<file path="src/include/nv_access_pkg.sv">
// Package: register map, field layout and timing for data array access control
package nv_access_pkg;
    // ==========================================================
    // Register offsets
    localparam logic [2:0] OFS_INDEX = 3'h0;
    localparam logic [2:0] OFS_VALUE = 3'h1;
    localparam logic [2:0] OFS_CTRL = 3'h2;
    localparam logic [2:0] OFS_UNLOCK = 3'h3;
    localparam logic [2:0] OFS_STATUS = 3'h4;
    // ==========================================================
    // nv_control and status bit positions
    localparam int BIT_SPACE = 7;
    localparam int BIT_CFG = 6;
    localparam int BIT_PERMIT = 2;
    localparam int BIT_LAUNCH = 1;
    localparam int BIT_FETCH = 0;
    localparam int BIT_DONE = 0;
    // ==========================================================
    // Unlock keys and reset values
    localparam logic [7:0] KEY_FIRST = 8'h55;
    localparam logic [7:0] KEY_SECOND = 8'hAA;
    localparam logic [7:0] RST_BYTE = 8'h00;
    // ==========================================================
    // Write cycle time
    localparam int WRITE_TIME_US = 4000;
    localparam int CLK_MHZ = 20;
    localparam int WRITE_CYCLES = WRITE_TIME_US * CLK_MHZ;
    typedef enum logic [1:0] {
        UNL_IDLE = 2'b00,
        UNL_KEY1 = 2'b01,
        UNL_ARMED = 2'b10
    } unlock_e;
    typedef struct packed {
        logic we;
        logic [7:0] addr;
        logic [7:0] data;
    } mem_req_s;
endpackage

</file>
<file path="src/verilog/nv_cell_array.sv">
// Byte array memory with registered read data
`timescale 1ns/1ps
`default_nettype none
module nv_cell_array #(
    parameter int DEPTH = 256
) (
    input wire logic i_sys_clk,
    input wire nv_access_pkg::mem_req_s i_req,
    input wire logic i_rd,
    output logic [7:0] o_rdata
);
    logic [7:0] mem [DEPTH];
    // ==========================================================
    // Storage and registered read; no reset so it maps to RAM
    always_ff @(posedge i_sys_clk) begin
        if (i_req.we) begin
            mem[i_req.addr] <= i_req.data;
        end
        if (i_rd) begin
            o_rdata <= mem[i_req.addr];
        end
    end
endmodule
`default_nettype wire

</file>
<file path="src/verilog/nv_cycle_timer.sv">
// Write cycle duration counter
`timescale 1ns/1ps
`default_nettype none
module nv_cycle_timer #(
    parameter int CYCLES = nv_access_pkg::WRITE_CYCLES
) (
    input wire logic i_sys_clk,
    input wire logic i_rst,
    input wire logic i_start,
    output logic o_busy,
    output logic o_done
);
    logic [31:0] count_r;
    // ==========================================================
    // Done is decoded from the last busy cycle, so the flag sets on the edge busy drops
    assign o_done = o_busy && (count_r == 32'h0);

    // Load on start, count down, release busy at zero
    always_ff @(posedge i_sys_clk or posedge i_rst) begin
        if (i_rst) begin
            count_r <= 32'h0;
            o_busy <= 1'b0;
        end else begin
            if (i_start && !o_busy) begin
                count_r <= 32'(CYCLES - 1);
                o_busy <= 1'b1;
            end else if (o_busy) begin
                if (count_r == 32'h0) begin
                    o_busy <= 1'b0;
                end else begin
                    count_r <= count_r - 32'h1;
                end
            end
        end
    end
endmodule
`default_nettype wire

</file>
<file path="src/verilog/nv_access_ctrl.sv">
// Data array access control: index, value, control, unlock and status registers
`timescale 1ns/1ps
`default_nettype none
module nv_access_ctrl #(
    parameter int DEPTH = 256,
    parameter int WRITE_CYCLES = nv_access_pkg::WRITE_CYCLES
) (
    input wire logic i_sys_clk,
    input wire logic i_rst,
    input wire logic [2:0] i_addr,
    input wire logic [7:0] i_wdata,
    input wire logic i_wr,
    input wire logic i_rd,
    output logic [7:0] o_rdata,
    output logic o_store_done,
    output logic o_busy
);
    logic [7:0] cell_index_r;
    logic [7:0] cell_value_r;
    logic space_select_r;
    logic config_space_select_r;
    logic store_permit_r;
    logic store_done_flag_r;
    logic fetch_pend_r;
    nv_access_pkg::unlock_e unl_r;
    nv_access_pkg::unlock_e unl_nxt;
    nv_access_pkg::mem_req_s req;
    logic [7:0] mem_rdata;
    logic busy;
    logic done;
    logic launch;
    logic fetch;
    logic wr_ctrl;
    logic data_space;
    logic [7:0] ctrl_view;

    // ==========================================================
    // Decode
    function automatic logic hit(input logic [2:0] a, input logic [2:0] ofs);
        return a == ofs;
    endfunction

    // Locked registers ignore writes during a cycle
    assign wr_ctrl = i_wr && hit(i_addr, nv_access_pkg::OFS_CTRL) && !busy;
    assign data_space = !space_select_r && !config_space_select_r;
    // Read trigger only for the data array
    assign fetch = wr_ctrl && i_wdata[nv_access_pkg::BIT_FETCH]
        && !i_wdata[nv_access_pkg::BIT_SPACE] && !i_wdata[nv_access_pkg::BIT_CFG];
    // Launch needs prior permit, armed unlock, data space
    assign launch = wr_ctrl && i_wdata[nv_access_pkg::BIT_LAUNCH]
        && store_permit_r && (unl_r == nv_access_pkg::UNL_ARMED)
        && !i_wdata[nv_access_pkg::BIT_SPACE] && !i_wdata[nv_access_pkg::BIT_CFG]
        && data_space;

    // ==========================================================
    // Unlock sequencer
    always_comb begin
        unl_nxt = unl_r;
        if (i_wr && !busy) begin
            if (hit(i_addr, nv_access_pkg::OFS_UNLOCK)) begin
                case (unl_r)
                    nv_access_pkg::UNL_IDLE: begin
                        unl_nxt = (i_wdata == nv_access_pkg::KEY_FIRST) ?
                            nv_access_pkg::UNL_KEY1 : nv_access_pkg::UNL_IDLE;
                    end
                    nv_access_pkg::UNL_KEY1: begin
                        unl_nxt = (i_wdata == nv_access_pkg::KEY_SECOND) ?
                            nv_access_pkg::UNL_ARMED : nv_access_pkg::UNL_IDLE;
                    end
                    default: begin
                        unl_nxt = (i_wdata == nv_access_pkg::KEY_FIRST) ?
                            nv_access_pkg::UNL_KEY1 : nv_access_pkg::UNL_IDLE;
                    end
                endcase
            end else begin
                // Any other write breaks the sequence; it is per byte
                unl_nxt = nv_access_pkg::UNL_IDLE;
            end
        end
    end

    always_ff @(posedge i_sys_clk or posedge i_rst) begin
        if (i_rst) begin
            unl_r <= nv_access_pkg::UNL_IDLE;
        end else begin
            unl_r <= unl_nxt;
        end
    end

    // ==========================================================
    // Index register
    always_ff @(posedge i_sys_clk or posedge i_rst) begin
        if (i_rst) begin
            cell_index_r <= nv_access_pkg::RST_BYTE;
        end else if (i_wr && hit(i_addr, nv_access_pkg::OFS_INDEX) && !busy) begin
            cell_index_r <= i_wdata;
        end
    end

    // ==========================================================
    // Control bits; permit only ever changed by software
    always_ff @(posedge i_sys_clk or posedge i_rst) begin
        if (i_rst) begin
            space_select_r <= 1'b0;
            config_space_select_r <= 1'b0;
            store_permit_r <= 1'b0;
        end else if (wr_ctrl) begin
            space_select_r <= i_wdata[nv_access_pkg::BIT_SPACE];
            config_space_select_r <= i_wdata[nv_access_pkg::BIT_CFG];
            store_permit_r <= i_wdata[nv_access_pkg::BIT_PERMIT];
        end
    end

    // ==========================================================
    // Done flag: set wins over a software clear
    always_ff @(posedge i_sys_clk or posedge i_rst) begin
        if (i_rst) begin
            store_done_flag_r <= 1'b0;
        end else if (done) begin
            store_done_flag_r <= 1'b1;
        end else if (i_wr && hit(i_addr, nv_access_pkg::OFS_STATUS)
                && !i_wdata[nv_access_pkg::BIT_DONE]) begin
            store_done_flag_r <= 1'b0;
        end
    end

    // ==========================================================
    // Value register: read result held until next read or sw write
    always_ff @(posedge i_sys_clk or posedge i_rst) begin
        if (i_rst) begin
            fetch_pend_r <= 1'b0;
        end else begin
            fetch_pend_r <= fetch;
        end
    end

    always_ff @(posedge i_sys_clk or posedge i_rst) begin
        if (i_rst) begin
            cell_value_r <= nv_access_pkg::RST_BYTE;
        end else if (fetch_pend_r) begin
            cell_value_r <= mem_rdata;
        end else if (i_wr && hit(i_addr, nv_access_pkg::OFS_VALUE) && !busy) begin
            cell_value_r <= i_wdata;
        end
    end

    // Value forwarded so the byte is readable the cycle after the trigger
    // ==========================================================
    // Memory request; commit is taken at launch
    assign req.we = launch;
    assign req.addr = cell_index_r;
    assign req.data = cell_value_r;

    nv_cell_array #(
        .DEPTH(DEPTH)
    ) u_array (
        .i_sys_clk(i_sys_clk),
        .i_req(req),
        .i_rd(fetch),
        .o_rdata(mem_rdata)
    );

    // Timer models the cell programming time; launch bit mirrors busy
    nv_cycle_timer #(
        .CYCLES(WRITE_CYCLES)
    ) u_timer (
        .i_sys_clk(i_sys_clk),
        .i_rst(i_rst),
        .i_start(launch),
        .o_busy(busy),
        .o_done(done)
    );

    // ==========================================================
    // Read mux, one cycle latency
    always_comb begin
        ctrl_view = 8'h00;
        ctrl_view[nv_access_pkg::BIT_SPACE] = space_select_r;
        ctrl_view[nv_access_pkg::BIT_CFG] = config_space_select_r;
        ctrl_view[nv_access_pkg::BIT_PERMIT] = store_permit_r;
        ctrl_view[nv_access_pkg::BIT_LAUNCH] = busy;
    end

    always_ff @(posedge i_sys_clk or posedge i_rst) begin
        if (i_rst) begin
            o_rdata <= 8'h00;
        end else if (i_rd) begin
            if (hit(i_addr, nv_access_pkg::OFS_INDEX)) begin
                o_rdata <= cell_index_r;
            end else if (hit(i_addr, nv_access_pkg::OFS_VALUE)) begin
                o_rdata <= fetch_pend_r ? mem_rdata : cell_value_r;
            end else if (hit(i_addr, nv_access_pkg::OFS_CTRL)) begin
                o_rdata <= ctrl_view;
            end else if (hit(i_addr, nv_access_pkg::OFS_STATUS)) begin
                o_rdata <= {7'h00, store_done_flag_r};
            end else begin
                o_rdata <= 8'h00; // Unlock port and unmapped read zero
            end
        end else begin
            o_rdata <= 8'h00;
        end
    end

    assign o_store_done = store_done_flag_r;
    assign o_busy = busy;
endmodule
`default_nettype wire

</file>
<file path="config.mk">
export PLATFORM = sky130hd
export DESIGN_NAME = nv_access_ctrl
export DESIGN_NICKNAME = d
export VERILOG_FILES = /design/src/include/nv_access_pkg.sv /design/src/verilog/nv_cell_array.sv /design/src/verilog/nv_cycle_timer.sv /design/src/verilog/nv_access_ctrl.sv
export SDC_FILE = /design/constraint.sdc
export NUM_CORES = 2
export LEC_CHECK = 0
export BUFFER_PORTS_ARGS = -buffer_cell sky130_fd_sc_hd__buf_2
export CORE_AREA = 5 5 466 330
export DETAILED_ROUTE_END_ITERATION = 6
export DIE_AREA = 0 0 471 335
export GPL_ROUTABILITY_DRIVEN = 0
export GPL_TIMING_DRIVEN = 0
export PLACE_DENSITY = 0.76
export SETUP_SLACK_MARGIN = 0.15
export SLEW_MARGIN = 20
export SYNTH_ARGS = -nofsm -noshare
export SYNTH_HDL_FRONTEND = slang
export SYNTH_SLANG_ARGS = --single-unit
</file>
<file path="constraint.sdc">
create_clock -name i_sys_clk -period 10.14 [get_ports i_sys_clk]
set_input_delay 0.507 -clock i_sys_clk [delete_from_list [all_inputs] [get_ports i_sys_clk]]
set_output_delay 0.507 -clock i_sys_clk [all_outputs]
set_load 0.02 [all_outputs]
</file>
==> reports/qor.yml <==
worst_hold_path:
  hold_end: "cell_index_r[0]$_DFFE_PP0P_"
  hold_path_startpoint: "i_wdata[0]"
  whs_path_depth: 2
  worstHoldPathType: "primary input to register"
route:
  drt_iter0_drc: 8084
  ant_nets: 0
  drc: 0
  avgViaCountPerCell: 6.95
  routed_wl_um: 225000
  drtPass1Iterations: 7
  route.vias.total: 43300
  wl_per_cell_um: 36.1
setup_path:
  reg2regPathDepth: 8
  cp-start-kind: "register"
  critPathMaxStageDelay_ns: 0.91
  crit_type: "register to register"
  cp.required_ns: 10.59
  crit_chain: "clkbuf_1, buf_2, buf_2, clkbuf_1, nor3b_1, nand2_1, clkbuf_2, nor2_1"
  path_max_fanout: 10
  regToRegStartpoint: "cell_index_r[0]$_DFFE_PP0P_"
  arrival_ns: 6.44
  cp-end-kind: "register"
  slowest_stage: "nor2_1"
  r2r_slack_ns: 4.15
  reg2reg_to: "u_array.mem[161][7]$_DFFE_PP_"
clocking:
  cts_tree: "done"
  clockRootBuffer: "clkbuf_16"
  max-clock-path-buffers: 3
  cts_resized: 0
  clk_pin_slew_ns: 0.07
  cts_max_level: 4
  hold_buffers: 10
  cts.sinks: 2120
  numCtsBuffers: 179
  clock_latency_ns: 0.84
  cts_setup_buffers: 0
cells_and_area:
  finish.utilization_pct: 61.0
  fill_cells: 9933
  nets: 4098
  syn_to_final_growth_pct: 11.8
  drive_above_1_share_pct: 21.6
die:
  pin_count: 25
  die_h_um: 335
  dieArea_um2: 158000
  row_count: 119
  initial_core_util_pct: 54.6
  core_area_um2: 149000
  die_w_um: 471
logic_synthesis:
  synth.net_count: 3843
  synth_edf_count: 2056
  syn_avg_cell_area_um2: 21.3
  ys_warn_count: 0
  syn_inst: 3826
  ys_seq_area_share_pct: 77.8
  synth_cell_types: 53
  synth_most_common_cell: "edfxtp_1"
  ys.flop_type: "edfxtp_1"
  yosysTopAreaCell: "edfxtp_1"
  ys_seq_elements: 2120
  synthTopCellsByCount: "2,056 x edfxtp_1, 512 x mux4_2, 275 x nor2_1"
  synthDominantCellAreaShare_pct: 75.8
  synth.area.top_cells: "edfxtp_1 76%, mux4_2 14%, a22oi_1 2.4%"
  async_flop_share_pct: 3.02
  syn_area_um2: 81500
power_and_ir_drop:
  p_leak_nw: 19.8
  power_density_nw_per_um2: 182
  ir_worst_vdd_mv: 0.184
sta:
  slew-limit-headroom_pct: 12.9
  fmax_ghz: 0.167
  whs_ns: 0.0421
  fin_skew_ns: 0.0414
  tightest_slew_ns: 1.30
  setup_viol: 0
  drv_slew: 0
  finalSetupTns_ns: 0
  hold_viol_final: 0
  period_minus_slack_ns: 5.99
  rsz0062_at_grt: "false"
  fin_crit_sh_pct: 59.0
global_routing:
  overflow: 0
  grt.total_usage_pct: 28.6
  grt_max_degree: 79
  grt_pass1_wl_um: 317000
  grt_pass1_vias: 42100
  antenna_found_initial: 21
flow_run:
  max-cap-violations: 0
placement:
  io_buffers: 23
  dpl.hpwl_um: 146000
status:
  outcome: "finished, final reports clean"
-- worst max path at each step --
stage | end | from | slack, ns | depth (start not counted)
2_1_floorplan | u_array.mem[0][3]$_DFFE_PP_ | cell_value_r[3]$_DFFE_PP0P_ | 6.14 | 0
3_3_place_gp | u_array.mem[68][1]$_DFFE_PP_ | cell_value_r[1]$_DFFE_PP0P_ | 2.38 | 0
3_5_place_dp | u_array.mem[209][5]$_DFFE_PP_ | cell_index_r[0]$_DFFE_PP0P_ | 4.62 | 8
4_1_cts | u_array.mem[161][7]$_DFFE_PP_ | cell_index_r[0]$_DFFE_PP0P_ | 4.51 | 8
5_1_grt | u_array.mem[161][6]$_DFFE_PP_ | cell_index_r[0]$_DFFE_PP0P_ | 4.18 | 8
6_report | u_array.mem[161][7]$_DFFE_PP_ | cell_index_r[0]$_DFFE_PP0P_ | 4.15 | 8
-- where the power goes --
part / leakage, nW / switching (mW) / total [mW] / internal [mW]
clock: 2.79 / 3.13 / 6.86 / 3.73
sequential: 12.3 / 0.00489 / 9.48 / 9.47
combinational: 4.69 / 0.156 / 0.215 / 0.0587
-- sequential cells by signal, indices dropped and copies added, names as in the netlist --
signal                 count
unl_r                      2
fetch_pend_r               1
u_timer.o_busy             1
store_permit_r             1
u_timer.count_r           32
cell_index_r               8
u_array.mem             2048
o_store_done               1
cell_value_r               8
u_array.o_rdata            8
config_space_select_r      1
space_select_r             1
o_rdata                    8
-- layout by cell type, fill, tap and decap left out, types with 5 or more instances in the layout --
| cell type | count |
|---|---|
| edfxtp_1 | 2056 |
| mux4_2 | 512 |
| nor2_1 | 275 |
| a22oi_1 | 256 |
| clkbuf_16 | 186 |
| clkbuf_1 | 175 |
| a21oi_1 | 133 |
| nand2_1 | 61 |
| dfrtp_1 | 56 |
| buf_1 | 53 |
| clkinv_1 | 42 |
| clkbuf_2 | 38 |
| buf_2 | 35 |
| o41ai_1 | 35 |
| clkinv_2 | 29 |
| buf_16 | 27 |
| mux2i_1 | 24 |
| diode_2 | 15 |
| o21ai_0 | 15 |
| bufinv_16 | 14 |
| buf_12 | 13 |
| mux2_2 | 11 |
| nor2b_1 | 10 |
| nand4_1 | 10 |
| o211ai_1 | 10 |
| dlygate4sd3_1 | 10 |
| o31ai_1 | 8 |
| dfrtp_4 | 8 |
| or3_1 | 7 |
| nor3_1 | 7 |
| nand2b_1 | 7 |
| nor3b_1 | 6 |
| inv_1 | 6 |
| xor2_1 | 6 |
| and2_1 | 6 |
| nand3_1 | 5 |
-- final cells by class --
type | count | area (um^2) | share of cell area, %
flip-flops and latches | 2120 | 63400 | 69.6
multi-input cells | 1461 | 17200 | 18.9
clock buffers | 229 | 4840 | 5.31
well taps | 1996 | 2500 | 2.74
repair buffers | 74 | 1220 | 1.34
plain buffers | 238 | 966 | 1.06
clock inverters | 96 | 867 | 0.953
diodes | 15 | 37.5 | 0.0412
inverters | 7 | 28.8 | 0.0316
-- per-stage QoR --
step | cells | worst slack, ns | instance area [um^2] | power [mW]
final | 6236 | 4.15 | 91000 | 16.6
after global routing | 6222 | 4.18 | 91000 | 16.9
after CTS | 6221 | 4.51 | 91000 | 16.5
after detailed placement | 5886 | 4.62 | 85200 | 9.87
after global placement | 5845 | 2.38 | 84100 | 9.86
after floorplan | 3826 | 6.14 | 81500 | 9.77
-- metal layers --
layer	routed length (um)	vias to the layer above	global-route usage [%]
met4	10100	16	11.7
met2	95400	3835	38.9
met5	113	-	0.0896
met1	79800	22300	39.6
li1	-	16600	-
met3	39800	575	14.2
-- kinds of logic after synthesis --
logic type	Yosys count	share of synthesized area (%)
adder cells (fa/ha/maj)	2	0.0307
AND/OR/NAND/NOR	430	2.37
multiplexers	547	14.6
buffers and inverters	245	1.15
XOR/XNOR	9	0.0968
AO/OA/AOI/OAI	473	3.98
flip-flops	2120	77.8
-- critical path: cells and delay by family (launching register included) --
family	cells	cell delay [ns]
flops	1	0.34
buf+inv	5	2.89
simple gates	3	2.34
Note: power is estimated with default switching activity, not from simulation.
